--- config.mk ---
export PLATFORM = sky130hd
export DESIGN_NAME = remap_control
export DESIGN_NICKNAME = d
export VERILOG_FILES = /design/src/core/remap_pkg.sv /design/src/core/remap_control.sv
export VERILOG_INCLUDE_DIRS = /design/src /design/src/core
export SDC_FILE = /design/constraint.sdc
export NUM_CORES = 1
export LEC_CHECK = 0
export ABC_AREA = 1
export BUFFER_PORTS_ARGS = -buffer_cell sky130_fd_sc_hd__buf_4
export CORE_MARGIN = 8
export CORE_UTILIZATION = 42
export CTS_CLUSTER_DIAMETER = 80
export DETAILED_ROUTE_END_ITERATION = 7
export HOLD_SLACK_MARGIN = 0.15
export PLACE_DENSITY = 0.85
export SLEW_MARGIN = 20
export SYNTH_ARGS = -nofsm -noshare
export SYNTH_HDL_FRONTEND = slang
export SYNTH_SLANG_ARGS = --single-unit
--- constraint.sdc ---
create_clock -name clk_i -period 1.1 [get_ports clk_i]
set_input_delay 0.055 -clock clk_i [delete_from_list [all_inputs] [get_ports clk_i]]
set_output_delay 0.055 -clock clk_i [all_outputs]
set_load 0.1 [all_outputs]
--- src/core/remap_defs.svh ---
// Register offsets, field positions and reset values of the remap control bank
`ifndef REMAP_DEFS_SVH
`define REMAP_DEFS_SVH

`define REMAP_OFF_THIRD          8'h00
`define REMAP_OFF_FIRST          8'h01
`define REMAP_OFF_SECOND         8'h02

`define REMAP_RST_THIRD          8'h00
`define REMAP_RST_FIRST          8'h0C
`define REMAP_RST_SECOND         8'h00

// Second register fields
`define SEC_BREAK_BIT            7
`define SEC_TRIG_B_TWO_BIT       6
`define SEC_SPI_TWO_BIT          5
`define SEC_OSC_B_BIT            4
`define SEC_OSC_A_BIT            3
`define SEC_TRIG_B_ONE_BIT       2
`define SEC_TRIG_A_BIT           1
`define SEC_CONV_TRIG_BIT        0

// Third register fields
`define THI_CH_A2_BIT            7
`define THI_CH_A1_BIT            6
`define THI_CLK_OUT_BIT          5
`define THI_CH_B2_BIT            4
`define THI_CH_B1_BIT            3
`define THI_SP3_CLK_BIT          2
`define THI_SP3_DATA_BIT         1
`define THI_SPI1_TWO_BIT         0

// First register fields
`define FIR_SPI1_ONE_BIT         7
`define FIR_SP1_CLK_BIT          6
`define FIR_SP1_DATA_LSB         4
`define FIR_TIM_C_XFER_LSB       2
`define FIR_CONV_XFER_LSB        0

// Density variant codes
`define DENS_LOW                 2'h0
`define DENS_MEDIUM              2'h1
`define DENS_MEDIUM_PLUS         2'h2
`define DENS_HIGH                2'h3

`endif

--- src/core/remap_pkg.sv ---
// Types of the remap control bank
package remap_pkg;

    // Wishbone request from the master
    typedef struct packed {
        logic        cyc;
        logic        stb;
        logic        we;
        logic [3:0]  sel;
        logic [7:0]  adr;
        logic [31:0] dat;
    } wb_req_t;

    // Selected port line for one signal: port letter index and line number
    typedef struct packed {
        logic [3:0] port;
        logic [2:0] line;
    } pad_sel_t;

    // Port letters
    typedef enum logic [3:0] {
        PORT_A = 4'h0,
        PORT_B = 4'h1,
        PORT_C = 4'h2,
        PORT_D = 4'h3,
        PORT_E = 4'h4,
        PORT_F = 4'h5,
        PORT_G = 4'h6,
        PORT_I = 4'h8,
        PORT_OSC = 4'hF
    } port_t;

endpackage : remap_pkg

--- src/core/remap_control.sv ---
// Remap control bank: three registers that steer alternate functions to port lines
//
// How it works
// - Break select bit routes both timer break inputs: A4/A5 or G0/G1.
// - Timer-b trigger: G3 if select two set, else D1 or A5 by select one.
// - Second serial peripheral pins: G7..G4 when 0, I3..I0 when 1.
// - Timer-b oscillator-trigger bit takes trigger from slow oscillator pad.
// - Timer-a trigger: oscillator pad if bit 3, else B3 or A4 by bit 1.
// - Converter trigger from A6 when 0, D0 when 1.
// - Second register bits 7 and 6 reserved on low and medium density.
// - Timer-a channels 2/1: B2/C6 and B0/C5, 20-pin low density only.
// - Clock output on C4 when 0, E2 when 1.
// - Timer-b channel 2 on D0 or I3, alternate on 80-pin only.
// - Timer-b channel 1 on B1 or I0, alternate on 80-pin only.
// - Third serial port clock on G2 or F2.
// - Third serial port transmit/receive on G1/G0 or F0/F1.
// - First serial peripheral pins B7..B4, A2/A3/C6/C5 by select one, or F0..F3 by select two.
// - Third register only on 20-pin low, medium+, high; bits 7/6 reserved on medium+/high.
// - Second and third registers reset to zero, default lines.
// - First register resets with timer-c transfer field 11, others zero.
// - Transfer-channel fields pick engine channel 0..3 by value.
// - First serial port data: C3/C2, A2/A3, C5/C6; 11 reserved.
//
// Register access over Wishbone was decided locally.
`timescale 1ns/1ns
`include "remap_defs.svh"

module remap_control
    import remap_pkg::*;
#(
    parameter logic [1:0] DENSITY  = `DENS_HIGH,
    parameter int         PIN_COUNT = 80
) (
    input  wire logic      clk_i,
    input  wire logic      rst_i,
    // Wishbone classic slave
    input  wire logic      wb_cyc_i,
    input  wire logic      wb_stb_i,
    input  wire logic      wb_we_i,
    input  wire logic [3:0]  wb_sel_i,
    input  wire logic [7:0]  wb_adr_i,
    input  wire logic [31:0] wb_dat_i,
    output logic [31:0]    wb_dat_o,
    output logic           wb_ack_o,
    output logic           wb_err_o,
    // Routing selections toward the pad mux, then two transfer-engine channels
    output pad_sel_t       timer_a_break_input_o,
    output pad_sel_t       timer_b_break_input_o,
    output pad_sel_t       timer_a_trigger_input_o,
    output pad_sel_t       timer_b_trigger_input_o,
    output pad_sel_t       converter_trigger_input_o,
    output pad_sel_t       spi_two_miso_o,
    output pad_sel_t       spi_two_mosi_o,
    output pad_sel_t       spi_two_sck_o,
    output pad_sel_t       spi_two_nss_o,
    output pad_sel_t       timer_a_channel_two_o,
    output pad_sel_t       timer_a_channel_one_o,
    output pad_sel_t       configurable_clock_output_o,
    output pad_sel_t       timer_b_channel_two_o,
    output pad_sel_t       timer_b_channel_one_o,
    output pad_sel_t       serial_three_clock_o,
    output pad_sel_t       serial_three_tx_o,
    output pad_sel_t       serial_three_rx_o,
    output pad_sel_t       spi_one_miso_o,
    output pad_sel_t       spi_one_mosi_o,
    output pad_sel_t       spi_one_sck_o,
    output pad_sel_t       spi_one_nss_o,
    output pad_sel_t       serial_one_clock_o,
    output pad_sel_t       serial_one_tx_o,
    output pad_sel_t       serial_one_rx_o,
    output logic [1:0]     timer_c_transfer_channel_o,
    output logic [1:0]     converter_transfer_channel_o
);

    // Only the package sizes the variant gating knows about are served
    if (PIN_COUNT != 20 && PIN_COUNT != 28 && PIN_COUNT != 32 && PIN_COUNT != 48 &&
        PIN_COUNT != 64 && PIN_COUNT != 80) begin : g_bad_pin_count
        $error("Unsupported pin count");
    end

    // ********************************************************************
    // Variant gating
    // ********************************************************************
    // Writable masks are fixed at elaboration so reserved bits can never hold a one
    localparam logic third_present = (DENSITY == `DENS_LOW && PIN_COUNT == 20) ||
                                     DENSITY == `DENS_MEDIUM_PLUS || DENSITY == `DENS_HIGH;
    localparam logic ch_a_present  = (DENSITY == `DENS_LOW && PIN_COUNT == 20);
    localparam logic big_pkg       = (PIN_COUNT == 80);
    localparam logic sec_hi_ok     = DENSITY == `DENS_MEDIUM_PLUS || DENSITY == `DENS_HIGH;

    localparam logic [7:0] mask_second = sec_hi_ok ? 8'hFF : 8'h3F;
    localparam logic [7:0] mask_third  = !third_present ? 8'h00 :
                                         (ch_a_present ? 8'hFF : 8'h3F);

    // ********************************************************************
    // Register bus
    // ********************************************************************
    wb_req_t req;
    assign req = '{cyc: wb_cyc_i, stb: wb_stb_i, we: wb_we_i, sel: wb_sel_i, adr: wb_adr_i, dat: wb_dat_i};

    logic [7:0] first_q,  first_d;
    logic [7:0] second_q, second_d;
    logic [7:0] third_q,  third_d;
    logic       ack_q;
    logic       err_q;
    logic [31:0] rdat_q;

    // Register index is the word address; printed offsets are not multiples of four
    wire         access   = req.cyc && req.stb && !ack_q && !err_q;
    wire  [5:0]  word_idx = req.adr[7:2];
    wire         hit_first  = (word_idx == `REMAP_OFF_FIRST);
    wire         hit_second = (word_idx == `REMAP_OFF_SECOND);
    wire         hit_third  = (word_idx == `REMAP_OFF_THIRD) && third_present;
    wire         mapped   = hit_first || hit_second || hit_third;
    wire         wr_lane  = access && req.we && req.sel[0];
    wire  [7:0]  wbyte    = req.dat[7:0];

    // Value 11 of the first serial port data field is refused and the old value kept
    wire  [1:0]  sp1_new  = wbyte[`FIR_SP1_DATA_LSB +: 2];
    wire  [7:0]  first_w  = (sp1_new == 2'h3) ?
                            {wbyte[7:6], first_q[`FIR_SP1_DATA_LSB +: 2], wbyte[3:0]} : wbyte;

    assign first_d  = (wr_lane && hit_first)  ? first_w               : first_q;
    assign second_d = (wr_lane && hit_second) ? (wbyte & mask_second) : second_q;
    assign third_d  = (wr_lane && hit_third)  ? (wbyte & mask_third)  : third_q;

    wire  [7:0]  rbyte = hit_first ? first_q : hit_second ? second_q : hit_third ? third_q : 8'h00;
    wire  [31:0] rdat_d = {24'h0000_00, rbyte};

    always_ff @(posedge clk_i) begin
        if (rst_i) begin
            first_q  <= `REMAP_RST_FIRST;
            second_q <= `REMAP_RST_SECOND;
            third_q  <= `REMAP_RST_THIRD;
            ack_q    <= 1'b0;
            err_q    <= 1'b0;
            rdat_q   <= 32'h0000_0000;
        end else begin
            first_q  <= first_d;
            second_q <= second_d;
            third_q  <= third_d;
            ack_q    <= access && mapped;
            err_q    <= access && !mapped;
            rdat_q   <= (access && !req.we) ? rdat_d : 32'h0000_0000;
        end
    end

    assign wb_ack_o = ack_q;
    assign wb_err_o = err_q;
    assign wb_dat_o = rdat_q;

    // ********************************************************************
    // Routing decode
    // ********************************************************************
    // Oscillator pin timing is the software's job: prescaler ratio >= 4 first
    function automatic pad_sel_t pad(input port_t p, input logic [2:0] l);
        pad = '{port: p, line: l};
    endfunction : pad

    wire brk   = second_q[`SEC_BREAK_BIT];
    wire trb2  = second_q[`SEC_TRIG_B_TWO_BIT];
    wire spi2  = second_q[`SEC_SPI_TWO_BIT];
    wire oscb  = second_q[`SEC_OSC_B_BIT];
    wire osca  = second_q[`SEC_OSC_A_BIT];
    wire trb1  = second_q[`SEC_TRIG_B_ONE_BIT];
    wire tra   = second_q[`SEC_TRIG_A_BIT];
    wire cnvt  = second_q[`SEC_CONV_TRIG_BIT];
    wire cha2  = third_q[`THI_CH_A2_BIT];
    wire cha1  = third_q[`THI_CH_A1_BIT];
    wire cko   = third_q[`THI_CLK_OUT_BIT];
    wire chb2  = third_q[`THI_CH_B2_BIT] && big_pkg;
    wire chb1  = third_q[`THI_CH_B1_BIT] && big_pkg;
    wire sp3c  = third_q[`THI_SP3_CLK_BIT];
    wire sp3d  = third_q[`THI_SP3_DATA_BIT];
    wire spi1b = third_q[`THI_SPI1_TWO_BIT];
    wire spi1a = first_q[`FIR_SPI1_ONE_BIT];
    wire sp1c  = first_q[`FIR_SP1_CLK_BIT];
    wire [1:0] sp1d = first_q[`FIR_SP1_DATA_LSB +: 2];

    pad_sel_t trig_b_pin;
    assign trig_b_pin = trb2 ? pad(PORT_G, 3'd3) : (trb1 ? pad(PORT_A, 3'd5) : pad(PORT_D, 3'd1));

    always_ff @(posedge clk_i) begin
        if (rst_i) begin
            timer_a_break_input_o        <= '0;
            timer_b_break_input_o        <= '0;
            timer_a_trigger_input_o      <= '0;
            timer_b_trigger_input_o      <= '0;
            converter_trigger_input_o    <= '0;
            spi_two_miso_o               <= '0;
            spi_two_mosi_o               <= '0;
            spi_two_sck_o                <= '0;
            spi_two_nss_o                <= '0;
            timer_a_channel_two_o        <= '0;
            timer_a_channel_one_o        <= '0;
            configurable_clock_output_o  <= '0;
            timer_b_channel_two_o        <= '0;
            timer_b_channel_one_o        <= '0;
            serial_three_clock_o         <= '0;
            serial_three_tx_o            <= '0;
            serial_three_rx_o            <= '0;
            spi_one_miso_o               <= '0;
            spi_one_mosi_o               <= '0;
            spi_one_sck_o                <= '0;
            spi_one_nss_o                <= '0;
            serial_one_clock_o           <= '0;
            serial_one_tx_o              <= '0;
            serial_one_rx_o              <= '0;
            timer_c_transfer_channel_o   <= 2'h3;
            converter_transfer_channel_o <= 2'h0;
        end else begin
            timer_a_break_input_o     <= brk ? pad(PORT_G, 3'd0) : pad(PORT_A, 3'd4);
            timer_b_break_input_o     <= brk ? pad(PORT_G, 3'd1) : pad(PORT_A, 3'd5);
            timer_b_trigger_input_o   <= oscb ? pad(PORT_OSC, 3'd0) : trig_b_pin;
            timer_a_trigger_input_o   <= osca ? pad(PORT_OSC, 3'd0) :
                                         (tra ? pad(PORT_A, 3'd4) : pad(PORT_B, 3'd3));
            converter_trigger_input_o <= cnvt ? pad(PORT_D, 3'd0) : pad(PORT_A, 3'd6);
            spi_two_miso_o <= spi2 ? pad(PORT_I, 3'd3) : pad(PORT_G, 3'd7);
            spi_two_mosi_o <= spi2 ? pad(PORT_I, 3'd2) : pad(PORT_G, 3'd6);
            spi_two_sck_o  <= spi2 ? pad(PORT_I, 3'd1) : pad(PORT_G, 3'd5);
            spi_two_nss_o  <= spi2 ? pad(PORT_I, 3'd0) : pad(PORT_G, 3'd4);
            timer_a_channel_two_o <= cha2 ? pad(PORT_C, 3'd6) : pad(PORT_B, 3'd2);
            timer_a_channel_one_o <= cha1 ? pad(PORT_C, 3'd5) : pad(PORT_B, 3'd0);
            configurable_clock_output_o <= cko ? pad(PORT_E, 3'd2) : pad(PORT_C, 3'd4);
            timer_b_channel_two_o <= chb2 ? pad(PORT_I, 3'd3) : pad(PORT_D, 3'd0);
            timer_b_channel_one_o <= chb1 ? pad(PORT_I, 3'd0) : pad(PORT_B, 3'd1);
            serial_three_clock_o  <= sp3c ? pad(PORT_F, 3'd2) : pad(PORT_G, 3'd2);
            serial_three_tx_o     <= sp3d ? pad(PORT_F, 3'd0) : pad(PORT_G, 3'd1);
            serial_three_rx_o     <= sp3d ? pad(PORT_F, 3'd1) : pad(PORT_G, 3'd0);
            // Select two wins over select one when both are set
            spi_one_miso_o <= spi1b ? pad(PORT_F, 3'd0) : spi1a ? pad(PORT_A, 3'd2) : pad(PORT_B, 3'd7);
            spi_one_mosi_o <= spi1b ? pad(PORT_F, 3'd1) : spi1a ? pad(PORT_A, 3'd3) : pad(PORT_B, 3'd6);
            spi_one_sck_o  <= spi1b ? pad(PORT_F, 3'd2) : spi1a ? pad(PORT_C, 3'd6) : pad(PORT_B, 3'd5);
            spi_one_nss_o  <= spi1b ? pad(PORT_F, 3'd3) : spi1a ? pad(PORT_C, 3'd5) : pad(PORT_B, 3'd4);
            serial_one_clock_o <= sp1c ? pad(PORT_A, 3'd0) : pad(PORT_C, 3'd4);
            serial_one_tx_o <= (sp1d == 2'h1) ? pad(PORT_A, 3'd2) :
                               (sp1d == 2'h2) ? pad(PORT_C, 3'd5) : pad(PORT_C, 3'd3);
            serial_one_rx_o <= (sp1d == 2'h1) ? pad(PORT_A, 3'd3) :
                               (sp1d == 2'h2) ? pad(PORT_C, 3'd6) : pad(PORT_C, 3'd2);
            timer_c_transfer_channel_o   <= first_q[`FIR_TIM_C_XFER_LSB +: 2];
            converter_transfer_channel_o <= first_q[`FIR_CONV_XFER_LSB +: 2];
        end
    end

endmodule : remap_control

======== After elaboration in Yosys (flattened, before gate mapping) ========
Index checks and enable logic that the tools add are counted.
cells by class
  equal/unequal tests ..................... 5
  mux-type cells .......................... 34
  bitwise gates (word level) .............. 2
  reduce and logical (&&, ||, !) cells .... 25
operators by type and width
  kind                number
  $mux 7              8
  $mux 6              9
  $mux 5              8
  $mux 8              2
  $mux 4              3
  $logic_and 1x1->1   11
  $reduce_or 2->1     5
  $eq 6x1->1 const B  1
  $eq 6x2->1 const B  1
  $logic_not 6->1     1
  $mux 3              2
  $eq 2x2->1 const B  2
  $logic_not 1->1     4
  $mux 2              2
  $reduce_or 3->1     1
  $eq 2x1->1 const B  1
  $logic_or 1x1->1    2
  $not 1->1           2
  $reduce_and 2->1    1
word-level totals
  bits in registers ....................... 215
  input port bits ......................... 49
  output and inout bits ................... 206
  logic and storage cells ................. 131

======== Depth between registers and ports, before layout ========
Gate-level depths: netlist of run 1.
  word-level depth ........................ 7
  mapped depth ............................ 8
  depth with buffers taken out ............ 8

======== Least setup slack after synthesis of run 1 ========
No wires, ideal clock.
  kind .................................... reg2reg
  start ................................... reg ack_q, in the netlist wb_ack_o
  end ..................................... reg second_q[4]
  setup time .............................. 0.113 ns
  data arrival time ....................... 1.609 ns
  data required time ...................... 0.987 ns
  path slack .............................. -0.623 ns
  stages on the path, launching flop included .. 8
  buffers on the path ..................... 0
  clock period less this slack ............ 1.723 ns
  path through ............................ dfxtp_1 > nor2_1 > nand2_2 > nor2_8 > nand2_4 > clkinv_4 > nor2_1 > nor2_1
between the ends
  word-level cells in the longest chain between the ends .. 6
RTL lines
  item                             RTL line              source
  start, declared                  remap_control.sv:104  logic ack_q;
  start signal, assigned           remap_control.sv:142  ack_q <= access && mapped;
  $logic_not 1->1                  remap_control.sv:109  wire access = req.cyc && req.stb && !ack_q && !err_q;
  $logic_and 1x1->1 (2 in series)  remap_control.sv:109
  $logic_and 1x1->1 (2 in series)  remap_control.sv:115  wire wr_lane = access && req.we && req.sel[0];
  $logic_and 1x1->1                remap_control.sv:124  assign second_d = (wr_lane && hit_second) ? (wbyte & mask_second) : second_q;
  end signal, assigned             remap_control.sv:133  second_q <= `REMAP_RST_SECOND;
  end signal, assigned             remap_control.sv:140  second_q <= second_d;
  end, declared                    remap_control.sv:102  logic [7:0] second_q, second_d;
Every way passes these cells.
A chain may end at the register's enable or synchronous reset.

======== Final worst setup path of run 1 ========
Ends and elaborated chain as after synthesis.

==> summary.md, run 1 <==
| Metric | Value |
|---|---|
| Clock latency at the later pin of the worst-skew pair | 0.34 ns |
| Total Wirelength | 9.67 mm |
| Startpoint Class | register |
| Run status | complete, but fails checks |
| Total inserted antenna cells | 0 |
| Final Power | 7.60 mW |
| Nets | 603 |
| Sink Count | 75 |
| Failing checks | setup timing |
| Largest stage delay on the critical path | 0.36 ns |
| Fin. Hold Viols | 0 |
| Ys flop type | dfxtp_1 |
| Layout Utilization | 0.584 |
| Period utilization | 1.19 |
| RSZ-0062 raised after global routing | true |
| WL/cell | 14.5 microns |
| CP Capture Type | register |
| Setup CP Type | reg2reg |
| Clock-pin slew on the worst setup and hold paths | 0.08 ns |
| Yosys cell types | 23 |
| Number of enable flip-flop cells after synthesis | 0 |
| Crit path DAT | 1.54 ns |
| Mapped Cells | 448 |
| Io pins | 255 |
| Critical-path cell list | nor2_4 -> nand2_4 -> nor2_8 -> buf_12 -> nand2_8 -> o21ai_1 -> nor2_1 |
| TritonCTS Buffers | 9 |
| CTS H-tree depth | 3 |
| Flops & latches, synth | 75 |
| Worst vdd ir | 0.000966 V |
| P&R area growth vs syn | 36.7% |
| Rows | 34 |
| Synth warn | 0 |
| Final worst slack | -0.212 ns |
| Number of cells after detailed placement | 627 |
| Largest net degree at the start of global routing | 36 |
| CP max-delay cell | dfxtp_4 |
| Max_cap viols | 0 |
| Most common cell in the synthesized netlist | buf_4 |
| Top cell type by total area after synthesis | dfxtp_1 |
| PortBufs | 137 |
| Static leakage | 2.52 nW |
| Tot GR Track Use | 0.136 |
| Period minus WS final | 1.31 ns |
| Total congestion overflow | 0 |
| Core area | 8590 sq um |
| Mapped cell area | 3670 sq um |
| DIE AREA | 12000 sq um |
| Layout Cells excl Fill | 667 |
| Design area | 5020 sq um |
| CTS max path bufs | 2 |
| WHS | 0.157 ns |
| Crit-path max FO | 5 |
| Layout cells sized above 1 | 0.445 |
| Data required time of the worst path | 1.32 ns |
| Iter 0 DRT Violations | 150 |
| CTS tree | done |
| Antenna violations before repair | 0 |
| Fraction of registers with async set/reset | 0 |
| Via Count | 2772 |
| Initial core utilization | 0.427 |
| Max Clock Freq | 762 MHz |
| Pre-Repair DR Iteration Count | 4 |
| Area after DPL | 4130 sq um |
| Pins over their slew limit | 0 |
| Die H | 110 microns |
| Placed wire-length estimate | 6.81 mm |
| Vias in the first global route | 2761 |
| Final setup fails | 44 |
| Gp weighted congestion | 0.821 |
| DRC | 0 |
| Cell Pwr Density | 1510 nW/um^2 |
| Crit-path leading delay family | simple AND/OR/NAND/NOR gates |
| Number of fill cells | 700 |
| Global-route wire length before repair | 12.9 mm |
| DRT antenna net count | 0 |
| CP Buf/Inv Count | 1 |
| Top-area cell type share of the netlist area | 0.409 |
| Die extent in x | 110 microns |
| Post-synth top cells | 153 x buf_4, 75 x dfxtp_1, 65 x nor2_1 |
| Clock Tree Root | clkbuf_8 |
| Via-to-Cell Ratio | 4.16 |
| Hold WC Path Type | in2reg |
| Synth top area cells | dfxtp_1 41%, buf_4 31%, nor2_1 6.6% |
| Clock skew after layout | 0.00867 ns |
| Avg Inst Size Synth | 8.20 sq um |
| Seq/Total Area, Yosys | 0.409 |
| Fin Setup TNS | -3.39 ns |
| Place WS | -0.110 ns |
where the power goes:
group	switching [mW]	internal [mW]
clock	0.961	0.950
combinational	2.47	0.420
sequential	0.0370	2.75
total	3.47	4.12
flip-flops by register name, summed over array words and instances (netlist names), 3 cells and up:
signal / count
wb_dat_o: 8
serial_one_tx_o: 3
third_q: 6
first_q: 8
spi_one_miso_o: 4
timer_a_trigger_input_o: 4
second_q: 8
timer_b_trigger_input_o: 7
spi_two_miso_o: 3
cell families after synthesis:
family | count (synthesis) | synth area share
buffers and inverters | 199 | 0.366
and+or+nand+nor | 138 | 0.176
DFF | 75 | 0.409
AOI/OAI and AO/OA | 35 | 0.0477
other | 1 | 0.00102
layout make-up:
class                      instances  area, sq um  share of cell area
timing repair buffer             167         1660               0.330
inverter                          39          176              0.0352
clock buffer                      12          156              0.0312
sequential                        75         1550               0.308
tap                              108          135              0.0269
clock inverter                     4         23.8             0.00474
multi-input combinational        262         1320               0.264
repair_timing:
action,in CTS,in global routing
hold buffers,12,0
setup buffers,7,4
setup endpoints to repair,56,57
endpoints found under the hold margin,32,0
cloned,0,1
pin swaps,9,20
gates resized for setup,59,58
path summary, 6_finish.rpt:
kind	cells past startpoint	slack, ns	endpoint	startpoint
worst max-delay path	7	-0.21	second_q[4]$_SDFFE_PP0P_	wb_ack_o$_SDFF_PP0_
worst min-delay path	5	0.16	wb_err_o$_SDFF_PP0_	wb_adr_i[6]
worst max register to register	7	-0.21	second_q[4]$_SDFFE_PP0P_	wb_ack_o$_SDFF_PP0_
worst min register to register	2	0.45	serial_three_rx_o[3]$_SDFF_PP0_	third_q[1]$_SDFFE_PP0P_
tightest hold or removal path, cell delays in order:
cell and delay, ns:
buf_4 0.08, nor2_2 0.04, nand2_4 0.14, a21oi_1 0.08, nor2_1 0.08
cells in the final DEF, fill, tap and decap left out, types with 2 or more instances in the layout:
cell	count
clkbuf_8	9
buf_8	2
nand2_1	38
nand3_2	4
o21ai_2	11
dfxtp_1	48
nand2_4	4
dlygate4sd3_1	12
o21ai_1	7
nor2_1	57
nand2_8	3
clkinv_2	3
nand2_2	3
nor3_1	7
inv_8	2
conb_1	88
nor2_8	3
a21oi_2	7
a21oi_1	9
dfxtp_4	5
inv_1	34
buf_4	116
nand3_1	6
nor2_2	10
nor2_4	3
buf_6	12
clkbuf_1	2
dfxtp_2	22
buf_12	25
metal layers:
| metal | wire, microns | share of wire | track usage |
|---|---|---|---|
| met1 | 3470 | 0.36 | 0.140 |
| met2 | 4940 | 0.51 | 0.250 |
| met3 | 1140 | 0.12 | 0.0469 |
| met4 | 121 | 0.013 | 0.0473 |
| met5 | 0 | 0 | 0 |
(Power assumes the default switching activity.)
==> inputs of run 2 (changes only) <==
--- a/config.mk
+++ b/config.mk
@@ -9,11 +9,11 @@
 export ABC_AREA = 1
 export BUFFER_PORTS_ARGS = -buffer_cell sky130_fd_sc_hd__buf_4
 export CORE_MARGIN = 8
-export CORE_UTILIZATION = 42
+export CORE_UTILIZATION = 45
 export CTS_CLUSTER_DIAMETER = 80
 export DETAILED_ROUTE_END_ITERATION = 7
 export HOLD_SLACK_MARGIN = 0.15
-export PLACE_DENSITY = 0.85
+export PLACE_DENSITY = 0.9
 export SLEW_MARGIN = 20
 export SYNTH_ARGS = -nofsm -noshare
 export SYNTH_HDL_FRONTEND = slang
==> constraint.sdc (replaced) <==
create_clock -name clk_i -period 1.6 [get_ports clk_i]
set_input_delay 0.08 -clock clk_i [delete_from_list [all_inputs] [get_ports clk_i]]
set_output_delay 0.08 -clock clk_i [all_outputs]
set_load 0.1 [all_outputs]
==> run 2 against run 1 <==
  * The flow now finishes without violations
  * Via count down 2.4%
  * Worst setup slack better by 0.43 ns
  * Critical endpoint is now first_q[7]$_SDFFE_PP0P_
  * Largest power group is now sequential cells
  * Highest routed layer unchanged
  * Final cell count fell by 3.1%
  * Routed wire length down 9.3%
  * Clock skew decreased by 0.0012 ns
  * Design area shrank 15%
  * Die area is 5.7% lower
  * Sequential share of layout area rose by 4.3 points
  * Power down 32%
  * Core utilization is 5.1 points lower
==> summary.md, run 2 (synthesized netlist as in run 1, its figures left out) <==
| Metric | Value |
|---|---|
| Run status | finished, final reports clean (was complete, but fails checks) |
| PortBufs | 137 (unchanged) |
| Total Wirelength | 8.77 mm (was 9.67 mm) |
| DRC | 0 (unchanged) |
| Initial core utilization | 0.456 (was 0.427) |
| Min-Delay Path Depth | 5 (unchanged) |
| CTS max path bufs | 2 (unchanged) |
| Vias in the first global route | 2763 (was 2761) |
| Crit-path leading delay family | buffers and inverters (was simple AND/OR/NAND/NOR gates) |
| Period utilization | 0.863 |
| Hold worst-path end | wb_err_o$_SDFF_PP0_ (unchanged) |
| Via Count | 2706 (was 2772) |
| R2R depth | 7 (unchanged) |
| CP Buf/Inv Count | 3 (was 1) |
| Crit-path max FO | 13 (was 5) |
| WL/cell | 13.6 microns (was 14.5 microns) |
| Commonest non-fill, non-tap cell in the layout | buf_4 (unchanged) |
| Max Clock Freq | 724 MHz |
| DRT antenna net count | 0 (unchanged) |
| CTS tree | done (unchanged) |
| Antenna violations before repair | 0 (unchanged) |
| Clock skew after layout | 0.00751 ns (was 0.00867 ns) |
| Fin Setup TNS | 0 ns (was -3.39 ns) |
| Clock Tree Root | clkbuf_8 (unchanged) |
| Most frequent cells in the layout | 138 x buf_4, 88 x conb_1, 71 x dfxtp_1, 65 x nor2_1, 42 x nand2_1 (was 116 x buf_4, 88 x conb_1, 57 x nor2_1, 48 x dfxtp_1, 38 x nand2_1) |
| Via-to-Cell Ratio | 4.19 (was 4.16) |
| RSZ-0062 raised after global routing | false (was true) |
| Gp weighted congestion | 0.849 (was 0.821) |
| Pins over their slew limit | 0 (unchanged) |
| Crit path DAT | 1.61 ns (was 1.54 ns) |
| Iter 0 DRT Violations | 88 (was 150) |
| Placed wire-length estimate | 7.03 mm (was 6.81 mm) |
| Place WS | 0.285 ns (was -0.110 ns) |
| CP Capture Type | register (unchanged) |
| Multi-input logic area | 1150 sq um (was 1320 sq um) |
| Layout cells sized above 1 | 0.326 (was 0.445) |
| Layout Cells excl Fill | 646 (was 667) |
| Register Area | 1510 sq um (was 1550 sq um) |
| Cell Pwr Density | 1200 nW/um^2 (was 1510 nW/um^2) |
| Final Power | 5.15 mW (was 7.60 mW) |
| Hold WC Path Type | in2reg (unchanged) |
| Io pins | 255 (unchanged) |
| CTS H-tree depth | 3 (unchanged) |
| Worst R2R Start | wb_ack_o$_SDFF_PP0_ (unchanged) |
| Static leakage | 2.28 nW (was 2.52 nW) |
| Tot GR Track Use | 0.142 (was 0.136) |
| Critical-path cell list | dlygate4sd3_1 -> buf_4 -> inv_1 -> nand2_1 -> nor2_8 -> nand2_4 -> o21ai_0 -> nor2_1 (was nor2_4 -> nand2_4 -> nor2_8 -> buf_12 -> nand2_8 -> o21ai_1 -> nor2_1) |
| Clock-pin slew on the worst setup and hold paths | 0.08 ns (about the same) |
| Clock latency at the later pin of the worst-skew pair | 0.34 ns (about the same) |
| CP max-delay cell | dlygate4sd3_1 (was dfxtp_4) |
| P&R area growth vs syn | 16.8% (was 36.7%) |
| Sink Count | 75 (unchanged) |
| Period minus WS final | 1.38 ns |
| Worst vdd ir | 0.000910 V (was 0.000966 V) |
| R2r setup slk | 0.26 ns (was -0.21 ns) |
| PostCTS Resize Cnt | 0 (was 59) |
| Largest stage delay on the critical path | 0.54 ns (was 0.36 ns) |
| Number of cells after detailed placement | 618 (was 627) |
| Largest net degree at the start of global routing | 40 (was 36) |
| TritonCTS Buffers | 9 (unchanged) |
| Total congestion overflow | 0 (unchanged) |
| Core area | 8050 sq um (was 8590 sq um) |
| Setup CP Type | in2reg (was reg2reg) |
| Startpoint Class | input port (was register) |
| Data required time of the worst path | 1.83 ns (was 1.32 ns) |
| Global-route wire length before repair | 13.0 mm (was 12.9 mm) |
| Number of fill cells | 688 (was 700) |
| Nets | 584 (was 603) |
| Reg2reg end | wb_dat_o[0]$_SDFF_PP0_ (was second_q[4]$_SDFFE_PP0P_) |
| Max_cap viols | 0 (unchanged) |
| Fin. Hold Viols | 0 (unchanged) |
| Worst Min Path Start | wb_adr_i[6] (unchanged) |
| DIE AREA | 11300 sq um (was 12000 sq um) |
| Pre-Repair DR Iteration Count | 4 (unchanged) |
| Die H | 106 microns (was 110 microns) |
| Rows | 33 (was 34) |
| Final worst slack | 0.220 ns (was -0.212 ns) |
| Die extent in x | 106 microns (was 110 microns) |
| Final setup fails | 0 (was 44) |
run 2: timing repair:
action,4_1_cts,5_1_grt
hold buffers,11,0
hold endpoints to repair,27,0
buffers inserted,0,0
run 2: routing by layer:
layer	GRT usage	wire (microns)	vias to the layer above	part of all wire
met5	0	0	-	0
met4	0.0653	194	0	0.022
met3	0.0623	1190	16	0.14
met2	0.255	4290	203	0.49
met1	0.138	3100	1194	0.35
li1	-	-	1293	-
run 2: final cells by class:
type / count / area share
Clock inverter: 7 / 0.0160
Antenna cell: 1 / 0.000584
Sequential cell: 75 / 0.351
Timing Repair Buffer: 149 / 0.267
Tap cell: 105 / 0.0306
Clock buffer: 9 / 0.0289
Inverter: 39 / 0.0365
Multi-Input combinational cell: 261 / 0.269
run 2: how the worst max path moves through the flow:
stage	depth (start not counted)	endpoint	slack, ns	start
after detailed placement	7	wb_dat_o[1]$_SDFF_PP0_	0.29	wb_ack_o$_SDFF_PP0_
after floorplan	1	spi_one_mosi_o[5]	0.11	spi_one_miso_o[5]$_SDFF_PP0_
after CTS	8	first_q[7]$_SDFFE_PP0P_	0.24	wb_adr_i[3]
final	8	first_q[7]$_SDFFE_PP0P_	0.22	wb_adr_i[3]
after global placement	7	wb_dat_o[1]$_SDFF_PP0_	0.35	wb_ack_o$_SDFF_PP0_
after global routing	7	wb_dat_o[5]$_SDFF_PP0_	0.10	wb_ack_o$_SDFF_PP0_
run 2: per-stage QoR:
step                      instance area, sq um  hold WS (ns)  utilization
final                                     4290         0.195        0.533
after global routing                      4290         0.252        0.532
after CTS                                 4290         0.210        0.532
after detailed placement                  3980         0.313        0.495
after global placement                    3980         0.307        0.495
after floorplan                           4000         0.193            -
run 2: power breakdown:
group          leakage, nW  switching (mW)  internal, mW
Sequential           0.613          0.0231          1.90
Combinational         1.58            1.66         0.176
Clock               0.0950           0.687         0.713
run 2: tightest hold or removal path, stage by stage:
cell,delay (ns)
buf_4,0.08
nor2_2,0.04
nand2_4,0.14
a21oi_1,0.09
nor2_1,0.08
==> inputs of run 3 (changes only) <==
--- a/config.mk
+++ b/config.mk
@@ -8,12 +8,12 @@
 export LEC_CHECK = 0
 export ABC_AREA = 1
 export BUFFER_PORTS_ARGS = -buffer_cell sky130_fd_sc_hd__buf_4
-export CORE_MARGIN = 8
-export CORE_UTILIZATION = 45
+export CORE_UTILIZATION = 39
+export CTS_BUF_LIST = sky130_fd_sc_hd__clkbuf_4
 export CTS_CLUSTER_DIAMETER = 80
 export DETAILED_ROUTE_END_ITERATION = 7
 export HOLD_SLACK_MARGIN = 0.15
-export PLACE_DENSITY = 0.9
+export PLACE_DENSITY = 0.83
 export SLEW_MARGIN = 20
 export SYNTH_ARGS = -nofsm -noshare
 export SYNTH_HDL_FRONTEND = slang
==> constraint.sdc (replaced) <==
create_clock -name clk_i -period 1.19 [get_ports clk_i]
set_input_delay 0.0595 -clock clk_i [delete_from_list [all_inputs] [get_ports clk_i]]
set_output_delay 0.0595 -clock clk_i [all_outputs]
set_load 0.1 [all_outputs]
==> run 3 against run 2 <==
  * The run now ends with setup timing left
  * Die area down 13%
  * Clock power rose by 28%
  * Sequential share of layout area down 3.0 points
  * Final cell count up 2.5%
  * Power is 35% higher
  * Critical path depth decreased by 6
  * First-iteration DRC count rose by 4.5%
  * Routed wire length fell by 11%
  * Combinational power increased by 41%
  * Largest cell class unchanged
==> summary.md, run 3 (synthesized netlist as in run 1, its figures left out) <==
| Metric | Value |
|---|---|
| Run status | complete, but fails checks (was finished, final reports clean) |
| Failing checks | setup timing |
| DRT antenna net count | 0 (unchanged) |
| Crit path DAT | 1.20 ns (was 1.61 ns) |
| Most frequent cells in the layout | 103 x buf_4, 88 x conb_1, 56 x nor2_1, 48 x dfxtp_1, 38 x nand2_1 (was 138 x buf_4, 88 x conb_1, 71 x dfxtp_1, 65 x nor2_1, 42 x nand2_1) |
| Largest net degree at the start of global routing | 39 (was 40) |
| CTS tree | done (unchanged) |
| Via-to-Cell Ratio | 4.21 (was 4.19) |
| Layout Cells excl Fill | 662 (was 646) |
| Initial core utilization | 0.399 (was 0.456) |
| Rows | 35 (was 33) |
| Period minus WS final | 1.25 ns |
| TritonCTS Buffers | 9 (unchanged) |
| Global-route wire length before repair | 11.2 mm (was 13.0 mm) |
| Fin. Hold Viols | 0 (unchanged) |
| Critical-path cell list | buf_12 -> buf_6 (was dlygate4sd3_1 -> buf_4 -> inv_1 -> nand2_1 -> nor2_8 -> nand2_4 -> o21ai_0 -> nor2_1) |
| Hold WC Path Type | in2reg (unchanged) |
| RSZ-0062 raised after global routing | true (was false) |
| Total inserted antenna cells | 0 (was 1) |
| Place WS | -0.0688 ns (was 0.285 ns) |
| Die extent in x | 99.0 microns (was 106 microns) |
| P&R area growth vs syn | 30.8% (was 16.8%) |
| Layout cells sized above 1 | 0.408 (was 0.326) |
| CP Buf/Inv Count | 2 (was 3) |
| Data required time of the worst path | 1.13 ns (was 1.83 ns) |
| Sink Count | 75 (unchanged) |
| Nets | 595 (was 584) |
| Period utilization | 1.05 |
| Crit-path max FO | 7 (was 13) |
| Design area | 4800 sq um (was 4290 sq um) |
| Crit-path leading delay family | flip-flops (was buffers and inverters) |
| Number of cells after detailed placement | 626 (was 618) |
| Setup CP Type | reg2out (was in2reg) |
| Vias in the first global route | 2325 (was 2763) |
| Commonest non-fill, non-tap cell in the layout | buf_4 (unchanged) |
| DRC | 0 (unchanged) |
| WL/cell | 11.9 microns (was 13.6 microns) |
| Total congestion overflow | 0 (unchanged) |
| Clock Tree Root | clkbuf_4 (was clkbuf_8) |
| Via Count | 2789 (was 2706) |
| Core area | 9200 sq um (was 8050 sq um) |
| Iter 0 DRT Violations | 92 (was 88) |
| Pins over their slew limit | 0 (unchanged) |
| Pre-Repair DR Iteration Count | 4 (unchanged) |
| Die H | 99.0 microns (was 106 microns) |
| Static leakage | 2.44 nW (was 2.28 nW) |
| PortBufs | 137 (unchanged) |
| CP max-delay cell | dfxtp_4 (was dlygate4sd3_1) |
| Fin Setup TNS | -1.42 ns (was 0 ns) |
| CTS max path bufs | 2 (unchanged) |
| Antenna violations before repair | 0 (unchanged) |
| Total Wirelength | 7.85 mm (was 8.77 mm) |
| Clock-pin slew on the worst setup and hold paths | 0.13 ns (was 0.08 ns) |
| Max_cap viols | 0 (unchanged) |
| Area after DPL | 4040 sq um (was 3980 sq um) |
| CTS H-tree depth | 3 (unchanged) |
| Clock latency at the later pin of the worst-skew pair | 0.43 ns (was 0.34 ns) |
| Clock skew after layout | 0.0135 ns (was 0.00751 ns) |
| CP Capture Type | output port (was register) |
| Tot GR Track Use | 0.149 (was 0.142) |
| Max Clock Freq | 797 MHz |
| Layout Utilization | 0.522 (was 0.533) |
| Final setup fails | 46 (was 0) |
| Io pins | 255 (unchanged) |
| DIE AREA | 9810 sq um (was 11300 sq um) |
| Startpoint Class | register (was input port) |
| Gp weighted congestion | 0.794 (was 0.849) |
| Cell Pwr Density | 1450 nW/um^2 (was 1200 nW/um^2) |
| Final worst slack | -0.0649 ns (was 0.220 ns) |
| Worst vdd ir | 0.000917 V (was 0.000910 V) |
| Placed wire-length estimate | 5.24 mm (was 7.03 mm) |
| Largest stage delay on the critical path | 0.40 ns (was 0.54 ns) |
-- run 3: where the power goes --
| group | leakage, nW | switching (mW) | internal, mW |
|---|---|---|---|
| clock network | 0.0866 | 0.913 | 0.878 |
| logic | 1.73 | 2.25 | 0.334 |
| registers | 0.620 | 0.0363 | 2.55 |
| total | 2.44 | 3.19 | 3.76 |
-- run 3: worst paths after layout --
path	startpoint	endpoint	slack, ns	cells after the start
setup / recovery	spi_two_miso_o[1]$_SDFF_PP0_	timer_a_channel_one_o[3]	-0.06	2
hold / removal	wb_stb_i	wb_dat_o[6]$_SDFF_PP0_	0.20	7
setup reg to reg	wb_ack_o$_SDFF_PP0_	second_q[2]$_SDFFE_PP0P_	-0.06	7
hold reg to reg	first_q[4]$_SDFFE_PP0P_	serial_one_tx_o[2]$_SDFF_PP0_	0.45	1
-- run 3: per-stage QoR --
| step | hold slack (ns) | power [mW] |
|---|---|---|
| 3_5_place_dp | 0.255 | 5.05 |
| 2_1_floorplan | 0.173 | 5.13 |
| 5_1_grt | 0.214 | 7.12 |
| 3_3_place_gp | 0.255 | 5.04 |
| 4_1_cts | 0.175 | 6.91 |
| 6_report | 0.196 | 6.95 |
-- run 3: worst reg2reg max path, stage by stage, from the launching register on --
cell	delay (ns)
dfxtp_4	0.37
nor2_4	0.13
nand2_4	0.09
nor2_8	0.09
buf_12	0.16
nand2_8	0.09
o21ai_1	0.15
nor2_1	0.07
-- run 3: timing repair --
item	CTS	global route
gates cloned	0	1
setup endpoints to repair	47	66
hold endpoints to repair	48	2
resized for setup	49	47
hold buffers	14	2
buffers inserted	2	2
pin swaps	11	12
-- run 3: area by class of cell --
class | instances | area (sq um)
clock buffers | 10 | 75.1
clock inverters | 6 | 90.1
fillers | 815 | 4390
inverters | 39 | 171
multi-input cells | 262 | 1280
flip-flops and latches | 75 | 1550
well taps | 111 | 139
repair buffers | 159 | 1510
-- run 3: layer usage --
metal,vias up,GRT usage,wire length [microns]
met5,-,0,0
li1,1330,-,-
met1,1253,0.149,2810
met4,0,0.0838,267
met3,22,0.0426,687
met2,184,0.275,4090
